### src/rtl/pin_mode_map.svh
// register offsets, masks and reset values of the port pin mode block
`ifndef PIN_MODE_MAP_SVH
`define PIN_MODE_MAP_SVH
`define OFS_DIN_A 8'h00
`define OFS_DIN_B 8'h01
`define OFS_DIN_C 8'h10
`define OFS_DIN_D 8'h11
`define OFS_CTL_A 8'h02
`define OFS_CTL_B 8'h03
`define OFS_DOUT_A 8'h04
`define OFS_DOUT_B 8'h05
`define OFS_DOUT_C 8'h12
`define OFS_DOUT_D 8'h13
`define OFS_DIR_A 8'h06
`define OFS_DIR_B 8'h07
`define OFS_DIR_C 8'h14
`define OFS_DIR_D 8'h15
`define OFS_DRV_A 8'h08
`define OFS_DRV_B 8'h09
`define OFS_DRV_C 8'h16
`define OFS_DRV_D 8'h17
`define OFS_OE_A 8'h0c
`define OFS_OE_B 8'h0d
`define OFS_OE_C 8'h1a
`define OFS_OE_D 8'h1b
`define MASK_A 8'hff
`define MASK_B 8'hff
`define MASK_C 8'h9c
`define MASK_D_LARGE 8'h06
`define MASK_D_SMALL 8'h02
`define REG_RESET 8'h00
`define BIT_STATUS 3
`define BIT_ERROR 4
`define PORT_A 0
`define PORT_B 1
`define PORT_C 2
`define PORT_D 3
`define NUM_PORTS 4
`define PORT_WIDTH 8
`define HIGH_BYTE_OFS 8
`endif

### src/rtl/pin_mode_pkg.sv
// types of the port pin mode block
package pin_mode_pkg;
  typedef logic [7:0] byte_t;
  typedef logic [3:0][7:0] port_set_t;
  typedef struct packed {
    port_set_t dout;
    port_set_t dir;
    port_set_t drv;
    port_set_t s1;
    port_set_t s2;
    port_set_t s3;
    port_set_t pv;
    port_set_t input_macrocell;
    port_set_t pin_o;
    port_set_t pin_oe;
    port_set_t arr_in;
    byte_t ctl_a;
    byte_t ctl_b;
    logic [15:0] addr;
    byte_t rdata;
    byte_t bus_d;
    logic bus_oe;
  } state_s;
endpackage

### src/rtl/port_pin_mode_control.sv
// pin function control of the four general purpose ports
`timescale 1ns/10ps
`include "pin_mode_map.svh"

module port_pin_mode_control #(
  parameter bit SMALL_PACKAGE = 1'b0
) (
  input wire logic REF_CLK_IN,
  input wire logic RST_B_IN,
  input wire logic [7:0] REG_ADDR_IN,
  input wire pin_mode_pkg::byte_t REG_WDATA_IN,
  input wire logic REG_WR_IN,
  input wire logic REG_RD_IN,
  output logic [7:0] REG_RDATA_OUT,
  input wire logic [15:0] AD_IN,
  input wire logic ALE_IN,
  input wire logic RD_N_IN,
  input wire logic WR_N_IN,
  output pin_mode_pkg::byte_t BUS_DATA_OUT,
  output logic BUS_DATA_OE_OUT,
  input wire logic REPEATER_MODE_ON_IN,
  input wire logic PERIPH_SELECT_0_IN,
  input wire logic PERIPH_SELECT_1_IN,
  input wire pin_mode_pkg::byte_t PORT_B_HIGH_BYTE_IN,
  input wire logic PROG_PINS_EN_IN,
  input wire logic PROG_STATUS_IN,
  input wire logic PROG_ERROR_IN,
  input wire pin_mode_pkg::byte_t ARRAY_PIN_A_IN,
  input wire pin_mode_pkg::byte_t ARRAY_PIN_B_IN,
  input wire pin_mode_pkg::byte_t ARRAY_PIN_C_IN,
  input wire pin_mode_pkg::byte_t ARRAY_PIN_D_IN,
  input wire pin_mode_pkg::byte_t ARRAY_DATA_A_IN,
  input wire pin_mode_pkg::byte_t ARRAY_DATA_B_IN,
  input wire pin_mode_pkg::byte_t ARRAY_DATA_C_IN,
  input wire pin_mode_pkg::byte_t ARRAY_DATA_D_IN,
  input wire pin_mode_pkg::byte_t ARRAY_OE_A_IN,
  input wire pin_mode_pkg::byte_t ARRAY_OE_B_IN,
  input wire pin_mode_pkg::byte_t ARRAY_OE_C_IN,
  input wire pin_mode_pkg::byte_t ARRAY_OE_D_IN,
  output pin_mode_pkg::byte_t ARRAY_IN_A_OUT,
  output pin_mode_pkg::byte_t ARRAY_IN_B_OUT,
  output pin_mode_pkg::byte_t ARRAY_IN_C_OUT,
  output pin_mode_pkg::byte_t ARRAY_IN_D_OUT,
  input wire pin_mode_pkg::byte_t PIN_A_IN,
  input wire pin_mode_pkg::byte_t PIN_B_IN,
  input wire pin_mode_pkg::byte_t PIN_C_IN,
  input wire pin_mode_pkg::byte_t PIN_D_IN,
  output pin_mode_pkg::byte_t PIN_A_OUT,
  output pin_mode_pkg::byte_t PIN_B_OUT,
  output pin_mode_pkg::byte_t PIN_C_OUT,
  output pin_mode_pkg::byte_t PIN_D_OUT,
  output pin_mode_pkg::byte_t PIN_A_OE_OUT,
  output pin_mode_pkg::byte_t PIN_B_OE_OUT,
  output pin_mode_pkg::byte_t PIN_C_OE_OUT,
  output pin_mode_pkg::byte_t PIN_D_OE_OUT,
  output pin_mode_pkg::byte_t DRIVE_A_OUT,
  output pin_mode_pkg::byte_t DRIVE_B_OUT,
  output pin_mode_pkg::byte_t DRIVE_C_OUT,
  output pin_mode_pkg::byte_t DRIVE_D_OUT
);
  import pin_mode_pkg::*;

  // ------------------------------------------------------------
  // implemented pins and gathered inputs
  // ------------------------------------------------------------
  localparam byte_t MASK_D = SMALL_PACKAGE ? `MASK_D_SMALL : `MASK_D_LARGE;
  localparam port_set_t IMPL = {MASK_D, `MASK_C, `MASK_B, `MASK_A};

  // ------------------------------------------------------------
  // state and helper signals
  // ------------------------------------------------------------
  state_s s;
  state_s n;
  port_set_t arr_sel;
  port_set_t arr_d;
  port_set_t arr_oe;
  port_set_t pin_in;
  port_set_t pin_o_w;
  port_set_t pin_oe_w;
  logic rep_mode;
  logic rep_hit;
  logic rep_wr;
  logic rep_rd;

  assign arr_sel = {ARRAY_PIN_D_IN, ARRAY_PIN_C_IN, ARRAY_PIN_B_IN, ARRAY_PIN_A_IN};
  assign arr_d = {ARRAY_DATA_D_IN, ARRAY_DATA_C_IN, ARRAY_DATA_B_IN, ARRAY_DATA_A_IN};
  assign arr_oe = {ARRAY_OE_D_IN, ARRAY_OE_C_IN, ARRAY_OE_B_IN, ARRAY_OE_A_IN};
  assign pin_in = {PIN_D_IN, PIN_C_IN, PIN_B_IN, PIN_A_IN};

  // ------------------------------------------------------------
  // repeater decode
  // ------------------------------------------------------------
  // selects already carry page and program strobe qualification
  assign rep_mode = REPEATER_MODE_ON_IN;
  assign rep_hit = rep_mode & (PERIPH_SELECT_0_IN | PERIPH_SELECT_1_IN);
  assign rep_wr = rep_hit & ~WR_N_IN;
  assign rep_rd = rep_hit & ~RD_N_IN & WR_N_IN;

  // ------------------------------------------------------------
  // per-pin function mux
  // ------------------------------------------------------------
  // priority: absent, repeater, prog pins, array, address, data-out
  for (genvar p = 0; p < `NUM_PORTS; p++) begin : g_port
    for (genvar b = 0; b < `PORT_WIDTH; b++) begin : g_bit
      logic addr_sel;
      logic addr_bit;
      logic prog_pin;
      logic prog_val;
      if (p == `PORT_A) begin : g_a
        assign addr_sel = s.ctl_a[b];
        assign addr_bit = s.addr[b];
      end else if (p == `PORT_B) begin : g_b
        assign addr_sel = s.ctl_b[b];
        assign addr_bit = PORT_B_HIGH_BYTE_IN[b] ? s.addr[b + `HIGH_BYTE_OFS] : s.addr[b];
      end else begin : g_cd
        assign addr_sel = 1'b0;
        assign addr_bit = 1'b0;
      end
      if (p == `PORT_C && (b == `BIT_STATUS || b == `BIT_ERROR)) begin : g_prog
        assign prog_pin = PROG_PINS_EN_IN;
        assign prog_val = (b == `BIT_STATUS) ? PROG_STATUS_IN : PROG_ERROR_IN;
      end else begin : g_noprog
        assign prog_pin = 1'b0;
        assign prog_val = 1'b0;
      end
      always_comb begin
        if (!IMPL[p][b]) begin
          // test port and absent pins never driven here
          pin_o_w[p][b] = 1'b0;
          pin_oe_w[p][b] = 1'b0;
        end else if (p == `PORT_A && rep_mode) begin
          pin_o_w[p][b] = AD_IN[b];
          pin_oe_w[p][b] = rep_wr;
        end else if (prog_pin) begin
          pin_o_w[p][b] = prog_val;
          pin_oe_w[p][b] = 1'b1;
        end else if (arr_sel[p][b]) begin
          // internal-node macrocells leave arr_sel low
          pin_o_w[p][b] = arr_d[p][b];
          pin_oe_w[p][b] = arr_oe[p][b] | s.dir[p][b];
        end else if (addr_sel) begin
          pin_o_w[p][b] = addr_bit;
          pin_oe_w[p][b] = 1'b1;
        end else begin
          pin_o_w[p][b] = s.dout[p][b];
          pin_oe_w[p][b] = arr_oe[p][b] | s.dir[p][b];
        end
      end
    end
  end

  // ------------------------------------------------------------
  // next state
  // ------------------------------------------------------------
  always_comb begin
    n = s;

    // ----------------------------------------------------------
    // pin input synchroniser
    // ----------------------------------------------------------
    // value moves once second and third agree
    n.s1 = pin_in;
    n.s2 = s.s1;
    n.s3 = s.s2;
    for (int p = 0; p < `NUM_PORTS; p++) begin
      for (int b = 0; b < `PORT_WIDTH; b++) begin
        if (s.s2[p][b] == s.s3[p][b]) begin
          n.pv[p][b] = s.s3[p][b];
        end
      end
    end

    // ----------------------------------------------------------
    // logic input bus
    // ----------------------------------------------------------
    n.input_macrocell = s.pv;
    n.input_macrocell[`PORT_D] = `REG_RESET;
    n.arr_in = s.input_macrocell;
    n.arr_in[`PORT_D] = s.pv[`PORT_D];

    // ----------------------------------------------------------
    // address latch and pin outputs
    // ----------------------------------------------------------
    if (ALE_IN) begin
      n.addr = AD_IN;
    end
    n.pin_o = pin_o_w;
    n.pin_oe = pin_oe_w;
    n.bus_d = s.pv[`PORT_A];
    n.bus_oe = rep_rd;

    // ----------------------------------------------------------
    // register writes
    // ----------------------------------------------------------
    if (REG_WR_IN) begin
      case (REG_ADDR_IN)
        `OFS_CTL_A: n.ctl_a = REG_WDATA_IN;
        `OFS_CTL_B: n.ctl_b = REG_WDATA_IN;
        `OFS_DOUT_A: n.dout[`PORT_A] = REG_WDATA_IN & IMPL[`PORT_A];
        `OFS_DOUT_B: n.dout[`PORT_B] = REG_WDATA_IN & IMPL[`PORT_B];
        `OFS_DOUT_C: n.dout[`PORT_C] = REG_WDATA_IN & IMPL[`PORT_C];
        `OFS_DOUT_D: n.dout[`PORT_D] = REG_WDATA_IN & IMPL[`PORT_D];
        `OFS_DIR_A: n.dir[`PORT_A] = REG_WDATA_IN & IMPL[`PORT_A];
        `OFS_DIR_B: n.dir[`PORT_B] = REG_WDATA_IN & IMPL[`PORT_B];
        `OFS_DIR_C: n.dir[`PORT_C] = REG_WDATA_IN & IMPL[`PORT_C];
        `OFS_DIR_D: n.dir[`PORT_D] = REG_WDATA_IN & IMPL[`PORT_D];
        `OFS_DRV_A: n.drv[`PORT_A] = REG_WDATA_IN & IMPL[`PORT_A];
        `OFS_DRV_B: n.drv[`PORT_B] = REG_WDATA_IN & IMPL[`PORT_B];
        `OFS_DRV_C: n.drv[`PORT_C] = REG_WDATA_IN & IMPL[`PORT_C];
        `OFS_DRV_D: n.drv[`PORT_D] = REG_WDATA_IN & IMPL[`PORT_D];
        default: n.rdata = s.rdata;
      endcase
    end

    // ----------------------------------------------------------
    // register reads
    // ----------------------------------------------------------
    if (REG_RD_IN) begin
      case (REG_ADDR_IN)
        `OFS_DIN_A: n.rdata = s.pv[`PORT_A];
        `OFS_DIN_B: n.rdata = s.pv[`PORT_B];
        `OFS_DIN_C: n.rdata = s.pv[`PORT_C] & IMPL[`PORT_C];
        `OFS_DIN_D: n.rdata = s.pv[`PORT_D] & IMPL[`PORT_D];
        `OFS_CTL_A: n.rdata = s.ctl_a;
        `OFS_CTL_B: n.rdata = s.ctl_b;
        `OFS_DOUT_A: n.rdata = s.dout[`PORT_A];
        `OFS_DOUT_B: n.rdata = s.dout[`PORT_B];
        `OFS_DOUT_C: n.rdata = s.dout[`PORT_C];
        `OFS_DOUT_D: n.rdata = s.dout[`PORT_D];
        `OFS_DIR_A: n.rdata = s.dir[`PORT_A];
        `OFS_DIR_B: n.rdata = s.dir[`PORT_B];
        `OFS_DIR_C: n.rdata = s.dir[`PORT_C];
        `OFS_DIR_D: n.rdata = s.dir[`PORT_D];
        `OFS_DRV_A: n.rdata = s.drv[`PORT_A];
        `OFS_DRV_B: n.rdata = s.drv[`PORT_B];
        `OFS_DRV_C: n.rdata = s.drv[`PORT_C];
        `OFS_DRV_D: n.rdata = s.drv[`PORT_D];
        `OFS_OE_A: n.rdata = s.pin_oe[`PORT_A];
        `OFS_OE_B: n.rdata = s.pin_oe[`PORT_B];
        `OFS_OE_C: n.rdata = s.pin_oe[`PORT_C];
        `OFS_OE_D: n.rdata = s.pin_oe[`PORT_D];
        default: n.rdata = `REG_RESET;
      endcase
    end
  end

  // ------------------------------------------------------------
  // state register
  // ------------------------------------------------------------
  always_ff @(posedge REF_CLK_IN or negedge RST_B_IN) begin
    if (!RST_B_IN) begin
      s <= '0;
    end else begin
      s <= n;
    end
  end

  // ------------------------------------------------------------
  // outputs
  // ------------------------------------------------------------
  assign REG_RDATA_OUT = s.rdata;
  assign BUS_DATA_OUT = s.bus_d;
  assign BUS_DATA_OE_OUT = s.bus_oe;
  assign ARRAY_IN_A_OUT = s.arr_in[`PORT_A];
  assign ARRAY_IN_B_OUT = s.arr_in[`PORT_B];
  assign ARRAY_IN_C_OUT = s.arr_in[`PORT_C];
  assign ARRAY_IN_D_OUT = s.arr_in[`PORT_D];
  assign PIN_A_OUT = s.pin_o[`PORT_A];
  assign PIN_B_OUT = s.pin_o[`PORT_B];
  assign PIN_C_OUT = s.pin_o[`PORT_C];
  assign PIN_D_OUT = s.pin_o[`PORT_D];
  assign PIN_A_OE_OUT = s.pin_oe[`PORT_A];
  assign PIN_B_OE_OUT = s.pin_oe[`PORT_B];
  assign PIN_C_OE_OUT = s.pin_oe[`PORT_C];
  assign PIN_D_OE_OUT = s.pin_oe[`PORT_D];
  assign DRIVE_A_OUT = s.drv[`PORT_A];
  assign DRIVE_B_OUT = s.drv[`PORT_B];
  assign DRIVE_C_OUT = s.drv[`PORT_C];
  assign DRIVE_D_OUT = s.drv[`PORT_D];
endmodule

### config.mk
export PLATFORM = sky130hd
export DESIGN_NAME = port_pin_mode_control
export DESIGN_NICKNAME = d
export VERILOG_FILES = /design/src/rtl/pin_mode_pkg.sv /design/src/rtl/port_pin_mode_control.sv
export VERILOG_INCLUDE_DIRS = /design/src /design/src/rtl
export SDC_FILE = /design/constraint.sdc
export NUM_CORES = 1
export LEC_CHECK = 0
export ABC_CLOCK_PERIOD_IN_PS = 1500
export BUFFER_PORTS_ARGS = -buffer_cell sky130_fd_sc_hd__buf_4
export CORE_MARGIN = 10
export CORE_UTILIZATION = 48
export DETAILED_ROUTE_END_ITERATION = 6
export MAX_ROUTING_LAYER = met4
export PLACE_DENSITY = 0.86
export SLEW_MARGIN = 30
export SYNTH_ARGS = -nofsm -noshare
export SYNTH_HDL_FRONTEND = slang
export SYNTH_SLANG_ARGS = --single-unit
### constraint.sdc
create_clock -name REF_CLK_IN -period 1.5 [get_ports REF_CLK_IN]
set_input_delay 0.15 -clock REF_CLK_IN [delete_from_list [all_inputs] [get_ports REF_CLK_IN]]
set_output_delay 0.15 -clock REF_CLK_IN [all_outputs]
set_load 0.03 [all_outputs]
==> metrics.md, run 1 <==
| Metric | Value |
|---|---|
| Die height | 186 um |
| Initial core utilization | 49.1% |
| Max-slew violation count | 0 |
| Tmin final | 1600 ps |
| Total power | 21.7 mW |
| WHS | -131 ps |
| Vias | 9123 |
| Cell count along the critical path | 5 |
| Leakage | 8.52 nW |
| Mapped Avg Cell Area | 13.5 um2 |
| Skew final | 15.5 ps |
| Final worst path period share | 107% |
| Top delay family on crit path | multiplexers |
| Worst path slowest cell | mux4_2 |
| 1st-iter DRT viols | 564 |
| Total Wirelength | 40.0 mm |
| Final WS setup | -97.6 ps |
| R2r worst-path depth | 5 |
| Nets | 1551 |
| Number of flops mapped to enable cells by yosys | 0 |
| Clk Latency, worst-skew pair | 520 ps |
| Synth unique cells | 59 |
| Cell Rows | 60 |
| CP startpoint kind | flip-flop |
| PwrDens | 1200 mW/mm2 |
| Asr flop ratio synth | 100% |
| Yosys warnings | 0 |
| Ys flop type | dfrtp_1 |
| Worst Hold Class | input pin to flip-flop |
| CTS tree | yes |
| # DRC | 0 |
| Hold Crit Depth | 3 |
| CP arrival | 1980 ps |
| RSZ-0062 raised after global routing | yes |
| H-tree depth | 2 |
| Critical Path RT | 1880 ps |
| Part of the Yosys area used for sequential elements | 63.0% |
| CP Max Fanout | 2 |
| Antenna diodes | 0 |
| Routed Antenna Nets | 0 |
| Share of cells above drive strength 1 | 40.5% |
| Critical path cell sequence | mux4_2, and3_4, a31oi_1, o2111a_1, a211oi_1 |
| FF+latch count, synth | 335 |
| Critical path buffer and inverter count | 0 |
| Outcome | finished with violations |
| Reg2Reg Setup Slack | -100 ps |
| Area of the core | 0.0271 mm2 |
| Total of max-cap violations | 0 |
| I/O pin total | 326 |
| CTS sink count | 335 |
| Syn Inst Count | 986 |
| Initial antenna violation count | 0 |
| Peak Freq | 626 MHz |
| RD Place Congestion | 0.958 |
| Vias in the first global route | 10100 |
| P&R area growth vs syn | 35.7% |
| Max stage delay on crit path | 470 ps |
| First-pass GRT wire length | 61.4 mm |
| Drt wl/cell | 22.6 um |
| Total grt overflow | 0 |
| Die width | 186 um |
| # fillers | 1879 |
| Vias/cell | 5.15 |
| CP Class | flip-flop to flip-flop |
| CTS Buf Count | 36 |
| Final setup viols | 1 |
| Hold Vio Cnt, Final | 1 |
| Post-Syn Area | 0.0133 mm2 |
| Clk buf depth | 3 |
| Critical Path End Type | flip-flop |
| VDD IR-drop max | 1.26 mV |
| Gr usage total | 23.1% |
| Largest net degree at the start of global routing | 72 |
| Failing checks | negative hold slack, negative setup slack |
| Final HPWL from detailed placement | 28.5 mm |
| CTS Root Cell | clkbuf_16 |
| Clk slew on worst S/H paths | 60 ps |
| First-pass detailed-route iteration total | 5 |
| PortBufs | 265 |
| Die ar. | 0.0348 mm2 |
-- sequential cells by signal, indices dropped and copies added, names as in the netlist --
name and flops:
ARRAY_IN_A_OUT 8, ARRAY_IN_B_OUT 8, ARRAY_IN_C_OUT 8, ARRAY_IN_D_OUT 8
BUS_DATA_OE_OUT 1, BUS_DATA_OUT 8, DRIVE_A_OUT 8, DRIVE_B_OUT 8
DRIVE_C_OUT 4, DRIVE_D_OUT 2, PIN_A_OE_OUT 8, PIN_A_OUT 8
PIN_B_OE_OUT 8, PIN_B_OUT 8, PIN_C_OE_OUT 4, PIN_C_OUT 4
PIN_D_OE_OUT 2, PIN_D_OUT 2, REG_RDATA_OUT 8, g_port.g_bit.addr_bit 8
g_port.g_bit.addr_sel 16, n 112, s 84
-- cells in the final DEF (no fill, tap or decap), types with 4 or more instances in the layout --
| master | instances |
|---|---|
| a211oi_1 | 10 |
| a21oi_1 | 21 |
| a221oi_1 | 5 |
| a22o_1 | 5 |
| a22oi_1 | 10 |
| a311oi_1 | 7 |
| a31oi_1 | 7 |
| and2_1 | 4 |
| and3_1 | 8 |
| buf_12 | 7 |
| buf_4 | 358 |
| clkbuf_1 | 9 |
| clkbuf_16 | 37 |
| clkbuf_8 | 5 |
| clkinv_2 | 9 |
| conb_1 | 30 |
| dfrtp_1 | 334 |
| dlygate4sd3_1 | 131 |
| inv_1 | 20 |
| maj3_1 | 32 |
| mux2_2 | 106 |
| mux2i_1 | 31 |
| nand2_1 | 31 |
| nand3_1 | 14 |
| nand3_2 | 10 |
| nand4_1 | 4 |
| nor2_1 | 42 |
| o21ai_0 | 38 |
| o22ai_1 | 4 |
| or2_2 | 5 |
-- stage by stage --
stage          cells  utilization, %  instance area, um2  setup WS [ps]  setup TNS (ps)
2_1_floorplan   1015               -               13500           -194           -2140
3_3_place_gp    1571            57.2               15500           -318          -13220
5_1_grt         1770            66.6               18000           -159            -192
6_report        1770            66.6               18000          -97.6           -97.6
3_5_place_dp    1571            57.2               15500           -358          -17660
4_1_cts         1771            66.6               18000          -92.5           -92.5
-- logic make-up after synthesis --
family,count (synthesis),share of synthesized area [%]
compound gates,133,6.74
simple gates,140,5.62
buf+inv,201,10.0
mux,144,12.1
flops,335,63.0
other cells,1,0.0282
fa+ha+maj,32,2.41
-- worst register-to-register path: cells and delay by family (launching register included) --
kind            cells  cell delay [ps]
compound gates      3              410
simple gates        1              190
flops               1              400
mux                 1              480
-- cell usage after synthesis, types with 3 or more instances --
cell / instances / area, um2
a211oi_1: 10 / 75.1
and2_1: 4 / 25.0
a221oi_1: 5 / 43.8
nand3_1: 18 / 90.1
mux4_2: 3 / 67.6
and3_1: 9 / 56.3
nand3_2: 6 / 60.1
clkbuf_1: 21 / 78.8
nand2_1: 31 / 116
buf_2: 5 / 25.0
a21oi_1: 21 / 105
a22oi_1: 10 / 75.1
a32o_1: 3 / 30.0
buf_4: 146 / 1100
maj3_1: 32 / 320
nand4_1: 4 / 25.0
mux2_2: 109 / 1230
nor2_1: 43 / 161
o22ai_1: 4 / 25.0
or3_1: 3 / 18.8
a22o_1: 5 / 43.8
buf_1: 4 / 15.0
or2_2: 5 / 31.3
a211o_1: 3 / 26.3
inv_1: 20 / 75.1
mux2i_1: 32 / 320
dfrtp_1: 335 / 8380
a311oi_1: 8 / 70.1
o21ai_0: 39 / 195
nor2b_1: 4 / 25.0
a31oi_1: 7 / 43.8
-- where the power goes --
| part | internal, mW | switching, mW | total (mW) |
|---|---|---|---|
| Combinational | 1.27 | 1.53 | 2.80 |
| Sequential | 9.65 | 0.407 | 10.1 |
| Clock | 5.32 | 3.49 | 8.81 |
| Total | 16.2 | 5.42 | 21.7 |
-- layout make-up --
class	instances	area [um2]	area share (%)
sequential	335	8380	46.5
timing repair buffer	497	4150	23.0
multi-input combinational	479	3770	20.9
clock buffer	51	1030	5.70
tap	372	465	2.58
clock inverter	15	160	0.888
inverter	21	78.8	0.437
-- layer usage --
metal | vias to the layer above | track usage, % | share of wire (%)
li1 | 4058 | - | -
met1 | 4626 | 27.7 | 40
met2 | 369 | 38.8 | 51
met3 | 70 | 4.97 | 6.7
met4 | 0 | 6.73 | 2.7
met5 | - | - | 0
-- path summary, 6_finish.rpt --
path | start | endpoint
setup / recovery | DRIVE_C_OUT[4] | REG_RDATA_OUT[4]
setup reg to reg | DRIVE_C_OUT[4] | REG_RDATA_OUT[4]
min in group asynchronous | RST_B_IN | PIN_A_OE_OUT[5]
hold / removal | ARRAY_DATA_B_IN[5] | PIN_B_OUT[5]
hold reg to reg | n[68] | ARRAY_IN_C_OUT[3]
max in group asynchronous | RST_B_IN | ARRAY_IN_D_OUT[5]
-- timing repair --
action	4_1_cts	5_1_grt
pin swaps	0	2
buffers inserted	1	1
hold buffers	133	1
hold endpoints to repair	470	1
resized for setup	3	4
endpoints found under the setup margin	2	8
No activity file was read; power rests on OpenSTA's default activity.
==> run 2: changes to the inputs <==
TNS_END_PERCENT = 10   (was unset)
==> metrics.md, run 2 (synthesis results as in run 1) <==
| Metric | Value |
|---|---|
| CTS tree | yes |
| Leakage | 8.60 nW (+0.97%) |
| Peak Freq | 617 MHz (-1.5%) |
| Total Wirelength | 41.8 mm (+4.5%) |
| Final WS setup | -122 ps (-24.5 ps) |
| Drt wl/cell | 23.5 um (+3.9%) |
| DR top layer | met4 |
| Max stage delay on crit path | 510 ps (+40 ps) |
| Worst Hold Class | input pin to flip-flop |
| Tmin final | 1620 ps (+24.5 ps) |
| H-tree depth | 2 (unchanged) |
| Finished Core Util | 67.0% (+0.42 points) |
| Skew final | 14.2 ps (-1.33 ps) |
| VDD IR-drop max | 1.25 mV (-1.1%) |
| Critical path cell sequence | mux4_2, and3_4, a31oi_1, o2111a_1, a211oi_1 |
| # DRC | 0 (unchanged) |
| PortBufs | 265 (unchanged) |
| Initial core utilization | 49.1% (unchanged) |
| Final worst path period share | 108% (+1.6 points) |
| Vias | 9335 (+2.3%) |
| Outcome | finished with violations |
| Critical Path RT | 1880 ps (about the same) |
| Hold Vio Cnt, Final | 1 (unchanged) |
| Area of the core | 0.0271 mm2 (unchanged) |
| Critical path buffer and inverter count | 0 (unchanged) |
| Slew HR | 66.7% |
| Vias/cell | 5.25 (+1.8%) |
| Share of cells above drive strength 1 | 39.7% (-0.74 points) |
| Pre-CTS setup slack | -382 ps (-24.1 ps) |
| Nets | 1560 (+0.58%) |
| Largest net degree at the start of global routing | 75 (+4.2%) |
| WHS | -2.00 ps (+129 ps) |
| I/O pin total | 326 (unchanged) |
| Vias in the first global route | 10400 (+2.5%) |
| First-pass detailed-route iteration total | 5 (unchanged) |
| 1st-iter DRT viols | 621 (+10%) |
| CP arrival | 2010 ps (+30 ps) |
| PwrDens | 1200 mW/mm2 (+0.18%) |
| CTS sink count | 335 (unchanged) |
| Total of max-cap violations | 0 (unchanged) |
| Most common cell after layout, fill and taps aside | buf_4 |
| Initial antenna violation count | 3 (+3) |
| Metal2 WL | 21.3 mm (+5.0%) |
| CP Class | flip-flop to flip-flop |
| Die height | 186 um (unchanged) |
| Clk Latency, worst-skew pair | 520 ps (about the same) |
| CP Max Fanout | 2 (unchanged) |
| RSZ-0062 raised after global routing | yes |
| # fillers | 1864 (-0.80%) |
| Clk slew on worst S/H paths | 60 ps (about the same) |
| P&R area growth vs syn | 36.5% |
| Worst path slowest cell | mux4_2 |
| RD Place Congestion | 0.931 (-2.8%) |
| CTS Buf Count | 36 (unchanged) |
| Die width | 186 um (unchanged) |
| Total grt overflow | 0 (unchanged) |
| Slew @ Worst Pin | 498 ps |
| First-pass GRT wire length | 63.4 mm (+3.4%) |
| Gr usage total | 24.1% (+0.92 points) |
| Routed Antenna Nets | 0 (unchanged) |
| Critical Path End Type | flip-flop |
| Final HPWL from detailed placement | 28.4 mm (-0.28%) |
| Clk buf depth | 3 (unchanged) |
| Max reg flops | 112 (unchanged) |
| Failing checks | negative hold slack, negative setup slack |
| DR WL met3 | 2.64 mm (-1.2%) |
| Final setup viols | 1 (unchanged) |
| M1 WL | 16.5 mm (+3.4%) |
| Most frequent cells in the layout | buf_4 (358), dfrtp_1 (335), dlygate4sd3_1 (130) |
| Max-slew violation count | 0 (unchanged) |
| Die ar. | 0.0348 mm2 (unchanged) |
| CP startpoint kind | flip-flop |
| CTS Root Cell | clkbuf_16 |
| Cell Rows | 60 (unchanged) |
| Top delay family on crit path | multiplexers |
==> run 2: changes by cell type in the layout (fill, tap and decap cells not counted), moves of 3 or more <==
cell	delta
mux2_4	-3
dlymetal6s4s_1	+3
buf_12	+6
nand3_2	-4
mux2_2	+3
diode_2	+3
clkinv_2	-7
nand3_1	+4
==> run 2: tightest hold or removal path: cells and delay by family <==
kind | cells | cell delay [ps]
compound gates | 2 | 240
buf+inv | 1 | 80
==> run 2: metal layers <==
layer,up-vias,GRT usage [%]
met5,-,-
met4,0,8.16
met3,80,5.42
met2,378,40.4
met1,4797,28.1
li1,4080,-
==> run 2: metrics by stage <==
stage	setup TNS [ps]	hold WS (ps)	std cells	cell area, um2	total power, mW
3_3_place_gp	-15970	61.4	1579	15600	12.6
4_1_cts	-125	4.58	1776	18100	21.9
3_5_place_dp	-16930	60.7	1579	15600	12.7
6_report	-122	-2.00	1779	18200	21.8
5_1_grt	-360	10.7	1779	18200	22.6
2_1_floorplan	-4100	-146	1015	13400	11.6
==> run 2: power breakdown <==
part	switching (mW)	internal [mW]	total [mW]
clock network	3.55	5.38	8.93
logic	1.55	1.29	2.84
registers	0.419	9.65	10.1
total	5.52	16.3	21.8
==> run 2: final cells by class <==
class,instances,area (um2),share of cell area (%)
clock buffer,53,1050,5.76
timing repair buffer,506,4310,23.8
antenna,3,7.51,0.0413
inverter,21,78.8,0.434
multi-input combinational,479,3720,20.5
clock inverter,10,146,0.806
tap,372,465,2.56
sequential,335,8380,46.2
==> run 2: final timing paths <==
check                              startpoint                end  slack, ps  depth (start not counted)
min in group asynchronous            RST_B_IN       PIN_B_OUT[5]        120                          2
hold reg to reg                         n[70]  ARRAY_IN_C_OUT[5]        340                          0
setup reg to reg               DRIVE_C_OUT[4]   REG_RDATA_OUT[4]       -120                          5
hold / removal             ARRAY_DATA_A_IN[0]       PIN_A_OUT[0]         -2                          3
setup / recovery               DRIVE_C_OUT[4]   REG_RDATA_OUT[4]       -120                          5
max in group asynchronous            RST_B_IN             n[165]        660                          4
==> run 2: repair_timing <==
item,4_1_cts,5_1_grt
hold buffers,133,0
endpoints found under the setup margin,3,9
resized for setup,2,5
hold endpoints to repair,379,0
pin swaps,1,2
buffers inserted,1,0
cloned,0,0
